**src/long_decode_pkg.sv**
```systemverilog
// Package of decode constants for the long multiply/divide and coprocessor spaces
// Function
// - Major 000/minor 0000 is signed long multiply; major 010/minor 0000 unsigned.
// - Major 001 signed divide, 011 unsigned divide, only with minor 1111.
// - Major 100 with minor 0000 is signed long multiply-accumulate.
// - Major 100 minor 10xx half MAC, 110x dual MAC; DSP variant only.
// - Major 101 minor 110x is signed dual long multiply-subtract; DSP only.
// - Major 110 minor 0000 unsigned MAC; minor 0110 double-accumulate, DSP only.
// - Any unmatched encoding is an undefined instruction; in the coprocessor space only if the unit is present and enabled.
// - Coprocessor major 0xxxx0 store, 0xxxx1 load, excluding 000x0x.
// - Coprocessor major 000100 writes two core registers, op and number ignored.
// - Coprocessor major 000101 reads into two core registers.
// - Coprocessor major 10xxxx with op clear is a data operation.
// - Op set with major 10xxx0 is a single core register write.
// - Op set with major 10xxx1 is a single read into a core register.
// - Coprocessor instruction executes or faults undefined only if unit present and enabled.
// - Absent or disabled unit raises usage error and sets absent-unit flag.
// - Floating-point extension adds instructions but leaves operating states unchanged.
// - Fields shown as dash do not affect instruction selection.
package long_decode_pkg;

  localparam logic [8:0] LONG_SPACE_PATTERN = 9'h1f7;
  localparam int         LONG_SPACE_HI      = 15;
  localparam int         LONG_SPACE_LO      = 7;
  localparam int         LONG_MAJOR_HI      = 6;
  localparam int         LONG_MAJOR_LO      = 4;
  localparam int         LONG_MINOR_HI      = 7;
  localparam int         LONG_MINOR_LO      = 4;

  // Coprocessor space prefix: first-half bits 15:13 = 111, bits 11:10 = 11
  localparam logic [2:0] CP_PREFIX_HI       = 3'h7;
  localparam logic [1:0] CP_PREFIX_LO       = 2'h3;
  localparam int         CP_MAJOR_HI        = 9;
  localparam int         CP_MAJOR_LO        = 4;
  localparam int         CP_NUM_HI          = 11;
  localparam int         CP_NUM_LO          = 8;
  localparam int         CP_OP_BIT          = 4;

  localparam logic [2:0] MAJ_SMUL           = 3'h0;
  localparam logic [2:0] MAJ_SIGNED_DIVIDE           = 3'h1;
  localparam logic [2:0] MAJ_UMUL           = 3'h2;
  localparam logic [2:0] MAJ_UNSIGNED_DIVIDE           = 3'h3;
  localparam logic [2:0] MAJ_SMAC           = 3'h4;
  localparam logic [2:0] MAJ_SMSUB          = 3'h5;
  localparam logic [2:0] MAJ_UMAC           = 3'h6;
  localparam logic [3:0] MIN_PLAIN          = 4'h0;
  localparam logic [3:0] MIN_DIV            = 4'hf;
  localparam logic [3:0] MIN_UDACC          = 4'h6;
  localparam logic [1:0] MIN_HALF_TOP       = 2'h2;
  localparam logic [2:0] MIN_DUAL_TOP       = 3'h6;

  localparam logic [5:0] CP_MAJ_PAIR_WR     = 6'h04;
  localparam logic [5:0] CP_MAJ_PAIR_RD     = 6'h05;

  // One-hot operation codes reported to the execution side
  typedef enum logic [13:0] {
    OP_NONE                    = 14'h0001,
    OP_SIGNED_MUL_LONG         = 14'h0002,
    OP_UNSIGNED_MUL_LONG       = 14'h0004,
    OP_SIGNED_DIVIDE           = 14'h0008,
    OP_UNSIGNED_DIVIDE         = 14'h0010,
    OP_SIGNED_MAC_LONG         = 14'h0020,
    OP_SIGNED_HALF_MAC_LONG    = 14'h0040,
    OP_SIGNED_DUAL_MAC_LONG    = 14'h0080,
    OP_SIGNED_DUAL_MSUB_LONG   = 14'h0100,
    OP_UNSIGNED_MAC_LONG       = 14'h0200,
    OP_UNSIGNED_DOUBLE_ACC_MUL = 14'h0400,
    OP_UNIT_INSTR              = 14'h0800,
    OP_UNDEFINED               = 14'h1000,
    OP_ABSENT_UNIT             = 14'h2000
  } decode_op_e;

  // One-hot coprocessor instruction classes
  typedef enum logic [7:0] {
    UNIT_NONE                  = 8'h01,
    UNIT_STORE_TO_UNIT         = 8'h02,
    UNIT_LOAD_TO_UNIT          = 8'h04,
    UNIT_PAIR_WRITE_TO_UNIT    = 8'h08,
    UNIT_PAIR_READ_FROM_UNIT   = 8'h10,
    UNIT_DATA_OPERATION        = 8'h20,
    UNIT_SINGLE_WRITE_TO_UNIT  = 8'h40,
    UNIT_SINGLE_READ_FROM_UNIT = 8'h80
  } unit_class_e;

endpackage : long_decode_pkg

```
**src/unit_class_decode.sv**
```systemverilog
// Combinational classifier for the coprocessor encoding space
`timescale 1ns/100ps
module unit_class_decode (
  input  wire logic [5:0]                  i_major_opcode_field,
  input  wire logic                        i_op_bit,
  output long_decode_pkg::unit_class_e     o_unit_class
);
  import long_decode_pkg::*;

  // load store split, 000x0x carved out for the pair moves
  wire is_excluded = (i_major_opcode_field[5:3] == 3'h0) && !i_major_opcode_field[1];
  wire is_ldst     = !i_major_opcode_field[5] && !is_excluded;
  // pair write, op and number ignored
  wire is_pair_wr  = (i_major_opcode_field == CP_MAJ_PAIR_WR);
  wire is_pair_rd  = (i_major_opcode_field == CP_MAJ_PAIR_RD);
  wire is_reg_grp  = (i_major_opcode_field[5:4] == 2'h2);

  // data operation or single moves; rest is none
  assign o_unit_class =
    is_ldst ? (i_major_opcode_field[0] ? UNIT_LOAD_TO_UNIT : UNIT_STORE_TO_UNIT) :
    is_pair_wr ? UNIT_PAIR_WRITE_TO_UNIT :
    is_pair_rd ? UNIT_PAIR_READ_FROM_UNIT :
    (is_reg_grp && !i_op_bit) ? UNIT_DATA_OPERATION :
    (is_reg_grp && !i_major_opcode_field[0]) ? UNIT_SINGLE_WRITE_TO_UNIT :
    is_reg_grp ? UNIT_SINGLE_READ_FROM_UNIT :
    UNIT_NONE;

endmodule : unit_class_decode

```
**src/long_mul_div_coproc_decode.sv**
```systemverilog
// Registered decoder for long multiply/divide and coprocessor instruction spaces
`timescale 1ns/100ps
module long_mul_div_coproc_decode (
  input  wire logic                        i_clk,
  input  wire logic                        i_reset_n,
  input  wire logic                        i_instr_valid,
  input  wire logic [15:0]                 i_first_half,
  input  wire logic [15:0]                 i_second_half,
  input  wire logic                        i_dsp_variant,
  input  wire logic                        i_privileged,
  input  wire logic [15:0]                 i_unit_present,
  input  wire logic [15:0]                 i_unit_priv_enable,
  input  wire logic [15:0]                 i_unit_user_enable,
  output logic                             o_decode_valid,
  output long_decode_pkg::decode_op_e      o_decode_op,
  output long_decode_pkg::unit_class_e     o_unit_class,
  output logic [3:0]                       o_unit_number,
  output logic [1:0]                       o_operand_select,
  output logic                             o_usage_error_exception,
  output logic                             o_absent_unit_flag
);
  import long_decode_pkg::*;

  // field extraction for the long space
  wire       in_long_space = (i_first_half[LONG_SPACE_HI:LONG_SPACE_LO] == LONG_SPACE_PATTERN);
  wire [2:0] major_long    = i_first_half[LONG_MAJOR_HI:LONG_MAJOR_LO];
  wire [3:0] minor_long    = i_second_half[LONG_MINOR_HI:LONG_MINOR_LO];

  // field extraction for the coprocessor space
  wire       in_unit_space = (i_first_half[15:13] == CP_PREFIX_HI) &&
                             (i_first_half[11:10] == CP_PREFIX_LO);
  wire [5:0] major_unit    = i_first_half[CP_MAJOR_HI:CP_MAJOR_LO];
  wire [3:0] unit_number   = i_second_half[CP_NUM_HI:CP_NUM_LO];
  wire       unit_op_bit   = i_second_half[CP_OP_BIT];

  // Minor opcode pattern matches; don't-care bits are simply not compared
  wire minor_plain = (minor_long == MIN_PLAIN);
  wire minor_div   = (minor_long == MIN_DIV);
  wire minor_half  = (minor_long[3:2] == MIN_HALF_TOP);
  wire minor_dual  = (minor_long[3:1] == MIN_DUAL_TOP);
  wire minor_udacc = (minor_long == MIN_UDACC);

  wire sel_signed_mul_long = (major_long == MAJ_SMUL) && minor_plain;
  wire sel_unsigned_mul_long = (major_long == MAJ_UMUL) && minor_plain;
  wire sel_signed_divide  = (major_long == MAJ_SIGNED_DIVIDE) && minor_div;
  wire sel_unsigned_divide  = (major_long == MAJ_UNSIGNED_DIVIDE) && minor_div;
  wire sel_signed_mac_long = (major_long == MAJ_SMAC) && minor_plain;
  // DSP-only half and dual accumulate forms
  wire sel_shalf = (major_long == MAJ_SMAC) && minor_half && i_dsp_variant;
  wire sel_sdual = (major_long == MAJ_SMAC) && minor_dual && i_dsp_variant;
  wire sel_sdsub = (major_long == MAJ_SMSUB) && minor_dual && i_dsp_variant;
  wire sel_unsigned_mac_long = (major_long == MAJ_UMAC) && minor_plain;
  wire sel_unsigned_double_acc_mul = (major_long == MAJ_UMAC) && minor_udacc && i_dsp_variant;

  // Priority-free selection: the long patterns are mutually exclusive
  wire decode_op_e long_op =
    sel_signed_mul_long ? OP_SIGNED_MUL_LONG :
    sel_unsigned_mul_long ? OP_UNSIGNED_MUL_LONG :
    sel_signed_divide  ? OP_SIGNED_DIVIDE :
    sel_unsigned_divide  ? OP_UNSIGNED_DIVIDE :
    sel_signed_mac_long ? OP_SIGNED_MAC_LONG :
    sel_shalf ? OP_SIGNED_HALF_MAC_LONG :
    sel_sdual ? OP_SIGNED_DUAL_MAC_LONG :
    sel_sdsub ? OP_SIGNED_DUAL_MSUB_LONG :
    sel_unsigned_mac_long ? OP_UNSIGNED_MAC_LONG :
    sel_unsigned_double_acc_mul ? OP_UNSIGNED_DOUBLE_ACC_MUL :
    OP_UNDEFINED;

  // Halves select for half MAC, exchange bit for the dual forms
  // A coprocessor word can carry the same bits here, so only the long space may steer them
  wire [1:0] long_operand_sel = !in_long_space ? 2'h0 :
                                sel_shalf ? minor_long[1:0] :
                                (sel_sdual || sel_sdsub) ? {1'b0, minor_long[0]} : 2'h0;

  // Coprocessor class from the shared classifier
  unit_class_e unit_class;
  unit_class_decode u_unit_class (
    .i_major_opcode_field (major_unit),
    .i_op_bit             (unit_op_bit),
    .o_unit_class         (unit_class)
  );

  // unit must exist and be enabled at the current privilege
  wire unit_enabled   = i_privileged ? i_unit_priv_enable[unit_number]
                                     : i_unit_user_enable[unit_number];
  wire unit_usable    = i_unit_present[unit_number] && unit_enabled;
  wire unit_known     = (unit_class != UNIT_NONE);

  // Access check precedes class decode: an unreachable unit never reports undefined
  // absent or disabled unit gives the absent-unit fault
  // unmatched coprocessor encodings fall to undefined
  wire decode_op_e unit_op = !unit_usable ? OP_ABSENT_UNIT :
                             unit_known   ? OP_UNIT_INSTR  : OP_UNDEFINED;

  // Space selection; neither space claimed reports nothing
  // no state machine here changes with the floating-point extension
  wire decode_op_e op_next = in_long_space ? long_op :
                             in_unit_space ? unit_op : OP_NONE;
  wire unit_class_e class_next = (in_unit_space && !in_long_space && unit_usable)
                                 ? unit_class : UNIT_NONE;
  wire       valid_next  = i_instr_valid && (in_long_space || in_unit_space);
  wire       fault_next  = valid_next && ((op_next == OP_UNDEFINED) ||
                                          (op_next == OP_ABSENT_UNIT));
  wire       absent_next = valid_next && (op_next == OP_ABSENT_UNIT);

  // Output registers: one-cycle decode latency, each result lasts one cycle
  decode_op_e  decode_op_reg;
  unit_class_e unit_class_reg;
  logic        decode_valid_reg;
  logic [3:0]  unit_number_reg;
  logic [1:0]  operand_select_reg;
  logic        usage_error_reg;
  logic        absent_unit_reg;

  // Valid pulse: one cycle per claimed instruction
  always_ff @(posedge i_clk or negedge i_reset_n) begin
    if (!i_reset_n) begin
      decode_valid_reg <= 1'b0;
    end else begin
      decode_valid_reg <= valid_next;
    end
  end

  // Operation code; idle cycles show no operation rather than a stale one
  always_ff @(posedge i_clk or negedge i_reset_n) begin
    if (!i_reset_n) begin
      decode_op_reg <= OP_NONE;
    end else begin
      decode_op_reg <= valid_next ? op_next : OP_NONE;
    end
  end

  // Coprocessor class, only for a reachable unit
  always_ff @(posedge i_clk or negedge i_reset_n) begin
    if (!i_reset_n) begin
      unit_class_reg <= UNIT_NONE;
    end else begin
      unit_class_reg <= valid_next ? class_next : UNIT_NONE;
    end
  end

  // Unit number follows the second half every cycle; users qualify it with the class
  always_ff @(posedge i_clk or negedge i_reset_n) begin
    if (!i_reset_n) begin
      unit_number_reg <= 4'h0;
    end else begin
      unit_number_reg <= unit_number;
    end
  end

  // Operand steering, held at zero when nothing is claimed
  always_ff @(posedge i_clk or negedge i_reset_n) begin
    if (!i_reset_n) begin
      operand_select_reg <= 2'h0;
    end else begin
      operand_select_reg <= valid_next ? long_operand_sel : 2'h0;
    end
  end

  // Fault pulses; no sticky status is kept in this block
  always_ff @(posedge i_clk or negedge i_reset_n) begin
    if (!i_reset_n) begin
      usage_error_reg <= 1'b0;
      absent_unit_reg <= 1'b0;
    end else begin
      usage_error_reg <= fault_next;
      absent_unit_reg <= absent_next;
    end
  end

  assign o_decode_valid          = decode_valid_reg;
  assign o_decode_op             = decode_op_reg;
  assign o_unit_class            = unit_class_reg;
  assign o_unit_number           = unit_number_reg;
  assign o_operand_select        = operand_select_reg;
  assign o_usage_error_exception = usage_error_reg;
  assign o_absent_unit_flag      = absent_unit_reg;

endmodule : long_mul_div_coproc_decode

```
**config.mk**
```make
export PLATFORM = sky130hd
export DESIGN_NAME = long_mul_div_coproc_decode
export DESIGN_NICKNAME = d
export VERILOG_FILES = /design/src/long_decode_pkg.sv /design/src/unit_class_decode.sv /design/src/long_mul_div_coproc_decode.sv
export SDC_FILE = /design/constraint.sdc
export NUM_CORES = 1
export LEC_CHECK = 0
export BUFFER_PORTS_ARGS = -buffer_cell sky130_fd_sc_hd__buf_2
export CAP_MARGIN = 20
export CORE_AREA = 4 4 96 53
export DETAILED_ROUTE_END_ITERATION = 8
export DIE_AREA = 0 0 100 57
export PLACE_DENSITY = 0.75
export SETUP_SLACK_MARGIN = 0.4
export SLEW_MARGIN = 30
export SYNTH_ARGS = -nofsm -noshare
export SYNTH_HDL_FRONTEND = slang
export SYNTH_HIERARCHICAL = 1
export SYNTH_SLANG_ARGS = --single-unit
```
**constraint.sdc**
```tcl
create_clock -name i_clk -period 0.9 [get_ports i_clk]
set_input_delay 0.18 -clock i_clk [delete_from_list [all_inputs] [get_ports i_clk]]
set_output_delay 0.18 -clock i_clk [all_outputs]
set_load 0.1 [all_outputs]
```
Word-level counts from Yosys, hierarchy flattened
Index checks and enable logic that the tools add are counted.
- register bits: 31
- $lt $le $gt $ge: 1
- eq/ne operators: 19
- mux-type cells: 35
- reduce and logical (&&, ||, !) cells: 37
- operators by type and width (cell ; count):
    13-bit 2-to-1 mux ; 11
    8-bit 2-to-1 mux ; 8
    14-bit 2-to-1 mux ; 4
    1-bit logical AND ; 25
    3-bit == test (second input constant) ; 5
    14-bit by 13-bit == test with 1-bit output (second input constant) ; 1
    14-bit == test (second input constant) ; 1
    1-bit binary-select mux with 4-bit select ; 3
    6-bit by 3-bit == test with 1-bit output (second input constant) ; 2
    9-bit == test (second input constant) ; 1
    8-bit by 1-bit != test with 1-bit output (second input constant) ; 1
    2-bit == test (second input constant) ; 3
    3-bit by 2-bit == test with 1-bit output (second input constant) ; 2
    1-bit zero test ; 6
    3-bit zero test ; 2
    2-bit 2-to-1 mux ; 3
    4-bit by 5-bit less-than comparator with 1-bit output (second input constant) ; 1
    1-bit 2-to-1 mux ; 5
    4-bit by 3-bit == test with 1-bit output (second input constant) ; 1
    4-bit == test (second input constant) ; 1
    4-bit zero test ; 1
    3-bit by 1-bit == test with 1-bit output (second input constant) ; 1
    1-bit logical OR ; 3
    3-bit 2-to-1 mux ; 1

Depth between registers and ports, before layout
Gate-level depths: netlist of run 1.
- depth after elaboration: 17
- mapped depth: 6
- gate-level depth less buffers: 6

Hierarchy
Netlist of run 1, hierarchy kept.
- by module, submodules not included (module ; instances ; cells each ; area each (µm²)):
    long_mul_div_coproc_decode ; 1 ; 133 ; 1621.6
    unit_class_decode ; 1 ; 12 ; 92.6

Worst setup path after synthesis of run 1
Ideal clock, no wire load.
- path kind: input to register
- start: input port i_second_half[8]
- end: register unit_class_reg[0] (netlist: o_unit_class[0])
- library setup time: 60 ps
- arrival: 1573 ps
- required time: 840 ps
- path slack: -733 ps
- cell stages on the path: 6
- buffers on the path: 1
- cells stage by stage: buf_6 > mux4_1 > a22oi_1 > a211oi_1 > o211ai_2 > or2_1
- word-level cells in the longest chain between the ends: 7
- ends and longest elaborated chain (element ; line ; source):
    start: declaration ; long_mul_div_coproc_decode.sv:8 ; input wire logic [15:0] i_second_half,
    1-bit binary-select mux with 4-bit select (on tied branches) ; long_mul_div_coproc_decode.sv:85, long_mul_div_coproc_decode.sv:84 ;
    1-bit 2-to-1 mux (on tied branches) ; long_mul_div_coproc_decode.sv:85, long_mul_div_coproc_decode.sv:84 ;
    1-bit 2-to-1 mux ; long_mul_div_coproc_decode.sv:84 ; wire unit_enabled = i_privileged ? i_unit_priv_enable[unit_number]
    1-bit logical AND (*) ; long_mul_div_coproc_decode.sv:86 ; wire unit_usable = i_unit_present[unit_number] && unit_enabled;
    1-bit logical AND (*) ; long_mul_div_coproc_decode.sv:99 ; wire unit_class_e class_next = (in_unit_space && !in_long_space && unit_usable)
    8-bit 2-to-1 mux (*) ; long_mul_div_coproc_decode.sv:100 ; ? unit_class : UNIT_NONE;
    8-bit 2-to-1 mux (*) ; long_mul_div_coproc_decode.sv:138 ; unit_class_reg <= valid_next ? class_next : UNIT_NONE;
    end signal: assignment ; long_mul_div_coproc_decode.sv:138 ;
    end: declaration ; long_mul_div_coproc_decode.sv:108 ; unit_class_e unit_class_reg;
Mark *: on every way between the ends. The rest lies on a longest branch, timed or not. The select of a mux whose other input is x is not followed.

Worst setup path in the final report of run 1
- start: input port i_second_half[8]
- end: register usage_error_reg (netlist: o_usage_error_exception)
- word-level cells in the longest chain between the ends: 10
- ends and longest elaborated chain (element ; line ; source):
    1-bit binary-select mux with 4-bit select (on tied branches) ; long_mul_div_coproc_decode.sv:85, long_mul_div_coproc_decode.sv:84 ;
    1-bit 2-to-1 mux (on tied branches) ; long_mul_div_coproc_decode.sv:85, long_mul_div_coproc_decode.sv:84 ;
    1-bit 2-to-1 mux ; long_mul_div_coproc_decode.sv:84 ;
    1-bit logical AND (*) ; long_mul_div_coproc_decode.sv:86 ;
    14-bit 2-to-1 mux (*) ; long_mul_div_coproc_decode.sv:92 ; wire decode_op_e unit_op = !unit_usable ? OP_ABSENT_UNIT :
    14-bit 2-to-1 mux (*) ; long_mul_div_coproc_decode.sv:98 ; in_unit_space ? unit_op : OP_NONE;
    14-bit 2-to-1 mux (*) ; long_mul_div_coproc_decode.sv:97 ; wire decode_op_e op_next = in_long_space ? long_op :
    14-bit by 13-bit == test with 1-bit output or 14-bit == test (tied branches) ; long_mul_div_coproc_decode.sv:102, long_mul_div_coproc_decode.sv:103 ;
    1-bit logical OR (*) ; long_mul_div_coproc_decode.sv:102 ; wire fault_next = valid_next && ((op_next == OP_UNDEFINED) ||
    1-bit logical AND (*) ; long_mul_div_coproc_decode.sv:102 ;
    net fault_next ; long_mul_div_coproc_decode.sv:102 ;
    end signal: assignment ; long_mul_div_coproc_decode.sv:166 ; usage_error_reg <= fault_next;
    end: declaration ; long_mul_div_coproc_decode.sv:112 ; logic usage_error_reg;
The timed path passes the listed nets; every way through them passes the cells marked *. The select of a mux whose other input is x is not followed.

==> summary.md, run 1 <==
| Metric | Value |
|---|---|
| Outcome | complete, but fails checks |
| Failing checks | negative hold slack, negative setup slack |
| Cell mode on critical path | buf_12 |
| Hpwl dp | 4970 um |
| Yosys top cell area share | 0.423 |
| Vias in the first global route | 2184 |
| CP delay by family, top | compound AO/OA/AOI/OAI gates |
| Post-DRT Antenna Nets | 0 |
| # IOs | 116 |
| Antenna violations before repair | 0 |
| Initial Util | 0.405 |
| Fin crit period | 1.63 ns |
| Register area share after synthesis | 0.454 |
| Routed wire length | 8750 um |
| Post-synthesis cell type count | 42 |
| Power per cell area | 951 mW/mm^2 |
| Met3 WL | 682 um |
| Die Y-Extent | 57 um |
| Ant diodes | 0 |
| Hold crit path type | in2async |
| Synth async-reset ratio | 1.00 |
| Std cell rows | 17 |
| Post-route design area | 0.00367 mm^2 |
| Vias | 2208 |
| Post-synthesis register bit count | 31 |
| Highest Signal Layer | met4 |
| Core footprint | 0.00423 mm^2 |
| Fin. Hold Viols | 29 |
| Maximum fanout along the worst path | 8 |
| RSZ-0062 raised after global routing | true |
| Post-synth net total | 230 |
| Metal2 WL | 4260 um |
| Wire per inst | 24.0 um |
| Post-Syn Instances | 145 |
| LEAKAGE | 1.62 nW |
| Die area | 0.00570 mm^2 |
| Least-Margin Pin Slew | 0.522 ns |
| GRT Util Overall | 0.272 |
| Largest stage delay, worst path | 0.51 ns |
| Yosys top cell by area | dfrtp_1 |
| Largest net degree at the start of global routing | 32 |
| Final Max Slew Viols | 0 |
| Slew headroom | 0.647 |
| Clock Path Buffers | 2 |
| P&R area growth vs syn | 114% |
| Num CTS Buffers | 5 |
| PortBufs | 103 |
| Critical path, cell by cell | buf_12 -> buf_12 -> mux4_2 -> a22oi_2 -> a211oi_2 -> buf_4 -> o21ai_2 -> o221a_2 |
| Sink Count | 31 |
| Synth area leaders | dfrtp_1 (42%), mux4_1 (18%), nor2_1 (4.2%) |
| Post-Syn Area | 0.00171 mm^2 |
| YS warnings | 6 |
| Final Total Pwr | 3.49 mW |
| Setup Crit Path Kind | in2reg |
| Post-synthesis average cell area | 11.8 um^2 |
| First-pass GRT wire length | 11700 um |
| CTS tree | built |
| Remaining Overflow, GRT | 0 |
| Setup WS post-layout | -0.733 ns |
| VDD IR max | 0.000786 V |
| CP bufs+invs | 3 |
| Max Cap Violations | 0 |
| Most used DFF post-synth | dfrtp_1 |
| Worst path required time | 1.13 ns |
| M1 WL | 3340 um |
| Clk slew on worst S/H paths | 0.07 ns |
| Tcrit/Tclk final | 1.81 |
| Element type at the critical path start | input port |
| Critical path's slowest cell | mux4_2 |
| Fmax | 0.613 GHz |
| Chip width | 100 um |
| Hold slack final | -0.166 ns |
| Avg Vias per Cell | 6.05 |
| EDFF count, synth | 0 |
| 1st-pass router iterations | 5 |
| Critical Path AT | 1.86 ns |
| Drt first-iter violations | 208 |
| Root Buffer | clkbuf_8 |
| Htree depth | 2 |
| Placed instance area | 0.00322 mm^2 |
| Final RePlAce weighted congestion | 0.852 |
| DRC viols | 0 |
| Critical Path End Type | flop |
| Final setup violating endpoints | 57 |
| Fin nets | 392 |
| Share of cells above drive strength 1 | 0.802 |
-- stage by stage --
stage / TNS (ns) / hold WS (ns) / setup slack, ns / utilization / std cells
2_1_floorplan: -10.79 / -0.116 / -0.674 / - / 145
3_3_place_gp: -18.32 / 0.141 / -0.948 / 0.761 / 344
3_5_place_dp: -19.72 / 0.143 / -1.07 / 0.761 / 344
4_1_cts: -16.99 / -0.161 / -0.626 / 0.832 / 358
5_1_grt: -21.41 / -0.155 / -0.757 / 0.867 / 365
6_report: -19.82 / -0.166 / -0.733 / 0.867 / 365
-- sequential cells by signal, indices dropped and copies added, names as in the netlist --
name,cells
o_absent_unit_flag,1
o_decode_op,14
o_unit_number,4
o_usage_error_exception,1
o_operand_select,2
o_decode_valid,1
o_unit_class,8
-- layout make-up --
cell class	count	area, um^2
multi-input cells	97	1030
flip-flops and latches	31	891
clock inverters	1	5.00
repair buffers	159	1540
inverters	13	48.8
fillers	186	562
well taps	57	71.3
clock buffers	7	86.3
-- cells by family (layout without fill, tap and decap cells) --
logic type / count (synthesis) / in the layout / share of synthesized area
mux: 14 / 14 / 0.196
flops: 31 / 31 / 0.454
buf+inv: 17 / 180 / 0.0423
simple gates: 67 / 67 / 0.232
compound gates: 16 / 16 / 0.0759
-- cell usage in the layout (no fill, tap or decap), types with 3 or more instances in the layout --
master / count
buf_6: 20
and3_1: 4
a22oi_2: 4
buf_12: 34
nor3_4: 3
dfrtp_4: 29
nor3_2: 3
inv_1: 11
buf_4: 40
nor2_2: 3
nand4_1: 3
nor3b_2: 3
clkbuf_8: 6
buf_2: 64
mux4_2: 10
nor2_1: 14
-- report_power, final --
group | internal [mW] | switching [mW]
sequential | 1.41 | 0.00858
combinational | 0.464 | 0.463
clock | 0.616 | 0.530
-- what timing repair did --
item	4_1_cts	5_1_grt
cloned	1	0
setup buffers	5	7
setup endpoints to repair	58	58
pin swaps	17	11
resized for setup	37	27
endpoints found under the hold margin	29	29
-- worst max-delay path by stage --
stage,startpoint,to,slack (ns),cells after the start
final,i_second_half[8],o_usage_error_exception,-0.73,8
after global routing,i_second_half[8],o_usage_error_exception,-0.76,8
after CTS,i_second_half[8],o_unit_class[4],-0.63,8
after detailed placement,i_second_half[8],o_usage_error_exception,-1.07,7
after global placement,i_second_half[8],o_usage_error_exception,-0.95,7
after floorplan,i_second_half[8],o_unit_class[0],-0.67,6
-- synthesized netlist by cell type (2+ instances only) --
| cell type | count |
|---|---|
| nand3b_1 | 2 |
| o2bb2ai_1 | 2 |
| nand4_1 | 3 |
| nand3_1 | 3 |
| nor3_1 | 8 |
| mux4_1 | 12 |
| nand2_1 | 3 |
| or2_2 | 2 |
| mux2i_1 | 2 |
| nor2_1 | 19 |
| a22oi_1 | 4 |
| and3_1 | 5 |
| dfstp_2 | 2 |
| nor4_1 | 3 |
| dfrtp_1 | 29 |
| inv_1 | 13 |
| a211oi_1 | 2 |
| and4_1 | 3 |
| nor3b_1 | 5 |
-- routing by layer --
metal,vias to the layer above,track usage
li1,876,-
met1,1107,0.342
met2,166,0.469
met3,59,0.0586
met4,0,0.0960
met5,-,0
Note: power is estimated with default switching activity, not from simulation.
==> run 2, diff against run 1 <==
Settings changed: CORE_AREA 4 4 96 53 to 4 4 69 71, DIE_AREA 0 0 100 57 to 0 0 73 75, PLACE_DENSITY 0.75 to 0.76.
==> run 2 against run 1 <==
Effect of this change:
- highest routed layer unchanged
- the run still ends with negative hold slack, negative setup slack left
- first-iteration DRC count up 22%
- count of clock-buffer cells in the layout up 1
- combinational power down 3.5%
- final area up 0.34%
- die area down 3.9%
- wire length down 15%
- total power up 1.2%
- non-clock buffer count unchanged
- utilization up 0.27 points
==> summary.md, run 2 (synthesized netlist as in run 1, its figures left out) <==
| Metric | Value |
|---|---|
| Outcome | complete, but fails checks |
| Failing checks | negative hold slack, negative setup slack |
| CP delay by family, top | multiplexers |
| Most frequent cells in the layout | buf_2 (66), buf_4 (42), buf_12 (35) |
| M1 WL | 2420 um (-27%) |
| Power per cell area | 959 mW/mm^2 (+0.89%) |
| Final Total Pwr | 3.53 mW (+1.2%) |
| Setup Crit Path Kind | in2reg |
| Largest net degree at the start of global routing | 32 (unchanged) |
| Post-route design area | 0.00368 mm^2 (+0.34%) |
| Combinational share of power | 0.253 (-0.012) |
| Int Power | 2.57 mW (+3.2%) |
| Sink Count | 31 (unchanged) |
| Placed instance area | 0.00321 mm^2 (-0.19%) |
| Met3 WL | 563 um (-17%) |
| # IOs | 116 (unchanged) |
| DP Cell Count | 339 (-1.5%) |
| Routed wire length | 7410 um (-15%) |
| PortBufs | 103 (unchanged) |
| Largest stage delay, worst path | 0.53 ns (+0.02 ns) |
| Net switching power | 965 uW (-3.6%) |
| Hpwl dp | 4470 um (-9.9%) |
| Layout Utilization | 0.870 (+0.00270) |
| Initial Util | 0.405 (about the same) |
| Most common cell after layout, fill and taps aside | buf_2 |
| Clk slew on worst S/H paths | 0.07 ns (about the same) |
| Fin crit period | 1.50 ns (-0.129 ns) |
| Vias | 2061 (-6.7%) |
| P&R area growth vs syn | 115% |
| Highest Signal Layer | met4 |
| Hold slack final | -0.164 ns (+0.00236 ns) |
| Final cell count without fillers | 361 (-1.1%) |
| Maximum fanout along the worst path | 7 (-1) |
| Drt first-iter violations | 254 (+22%) |
| Final RePlAce weighted congestion | 0.862 (+1.1%) |
| Largest register FFs | 14 (unchanged) |
| Slew headroom | 0.565 (-0.0822) |
| Net Sw Frac | 0.273 (-0.0136) |
| Critical Path AT | 1.73 ns (-0.13 ns) |
| Root Buffer | clkbuf_8 |
| Avg Vias per Cell | 5.71 (-5.6%) |
| Post-DRT Antenna Nets | 0 (unchanged) |
| Critical path's slowest cell | mux4_2 |
| Clock power share | 0.345 (+0.017) |
| CP bufs+invs | 2 (-1) |
| Hold crit path type | in2async |
| Htree depth | 2 (unchanged) |
| Fin. Hold Viols | 29 (unchanged) |
| Critical Path End Type | flop |
| Final Max Slew Viols | 0 (unchanged) |
| Fmax | 0.665 GHz (+8.6%) |
| Chip width | 73 um (-27%) |
| LEAKAGE | 1.64 nW (+1.6%) |
| Fin nets | 392 (unchanged) |
| Remaining Overflow, GRT | 0 (unchanged) |
| Metal2 WL | 4010 um (-6.0%) |
| Clock Path Buffers | 2 (unchanged) |
| Worst Setup SP | i_second_half[8] |
| Tcrit/Tclk final | 1.67 (-0.143) |
| Least-Margin Pin Slew | 0.644 ns (+0.122 ns) |
| Share of cells above drive strength 1 | 0.802 (unchanged) |
| Wire per inst | 20.5 um (-14%) |
| Vias in the first global route | 2221 (+1.7%) |
| RSZ-0062 raised after global routing | true |
| Critical path, cell by cell | buf_12 -> buf_12 -> mux4_2 -> mux2i_2 -> a211oi_2 -> o21ai_1 -> o221a_2 |
| 1st-pass router iterations | 4 (-1) |
| Antenna violations before repair | 1 (+1) |
| GRT Util Overall | 0.255 (-0.0171) |
| VDD IR max | 0.000549 V (-30%) |
| Die area | 0.00548 mm^2 (-3.9%) |
| First-pass GRT wire length | 10400 um (-12%) |
| Core footprint | 0.00423 mm^2 (about the same) |
| DRC viols | 0 (unchanged) |
| Sum of negative setup slack | -19.00 ns (+0.815 ns) |
| Die Y-Extent | 75 um (+32%) |
| Worst path required time | 1.12 ns (about the same) |
| CTS tree | built |
| Final setup violating endpoints | 57 (unchanged) |
| Element type at the critical path start | input port |
| Std cell rows | 24 (+7) |
| Num CTS Buffers | 5 (unchanged) |
| Part of the power in registers | 0.402 (-0.004) |
| Cell mode on critical path | buf_12 |
| Max Cap Violations | 0 (unchanged) |
| Setup WS post-layout | -0.603 ns (+0.129 ns) |
-- run 2: what timing repair did --
action	CTS	global route
setup buffers	9	3
setup endpoints to repair	58	58
pin swaps	23	14
gates cloned	1	0
gates resized for setup	45	18
hold endpoints to repair	29	29
-- run 2: power groups by stage --
stage	Combinational, mW	Sequential, mW	Clock [mW]
final	0.894	1.42	1.22
after global routing	0.943	1.42	1.29
after CTS	0.823	1.42	1.22
after detailed placement	0.739	1.45	0
after global placement	0.710	1.45	0
after floorplan	0.244	1.52	0
-- run 2: layout make-up --
class,count,area (um^2)
fill,165,551
inverter,13,48.8
clock buffer,8,100
antenna,1,2.50
multi-input combinational,97,1040
timing repair buffer,159,1540
sequential,31,891
tap,52,65.1
-- run 2: path summary, 6_finish.rpt --
check	to	slack, ns	cells after the start
setup / recovery	o_usage_error_exception	-0.60	7
hold / removal	o_decode_op[6]	-0.16	2
max in group asynchronous	o_unit_class[0]	0.82	2
min in group i_clk	o_unit_number[1]	0.12	1
-- run 2: routing by layer --
metal | up-vias | global-route usage
met5 | - | 0
met1 | 983 | 0.246
met4 | 0 | 0.125
li1 | 877 | -
met3 | 41 | 0.0494
met2 | 160 | 0.507
-- run 2: stage by stage --
stage,hold WS (ns),setup slack (ns)
2_1_floorplan,-0.116,-0.674
3_3_place_gp,0.143,-0.927
3_5_place_dp,0.144,-0.998
4_1_cts,-0.159,-0.561
5_1_grt,-0.155,-0.700
6_report,-0.164,-0.603
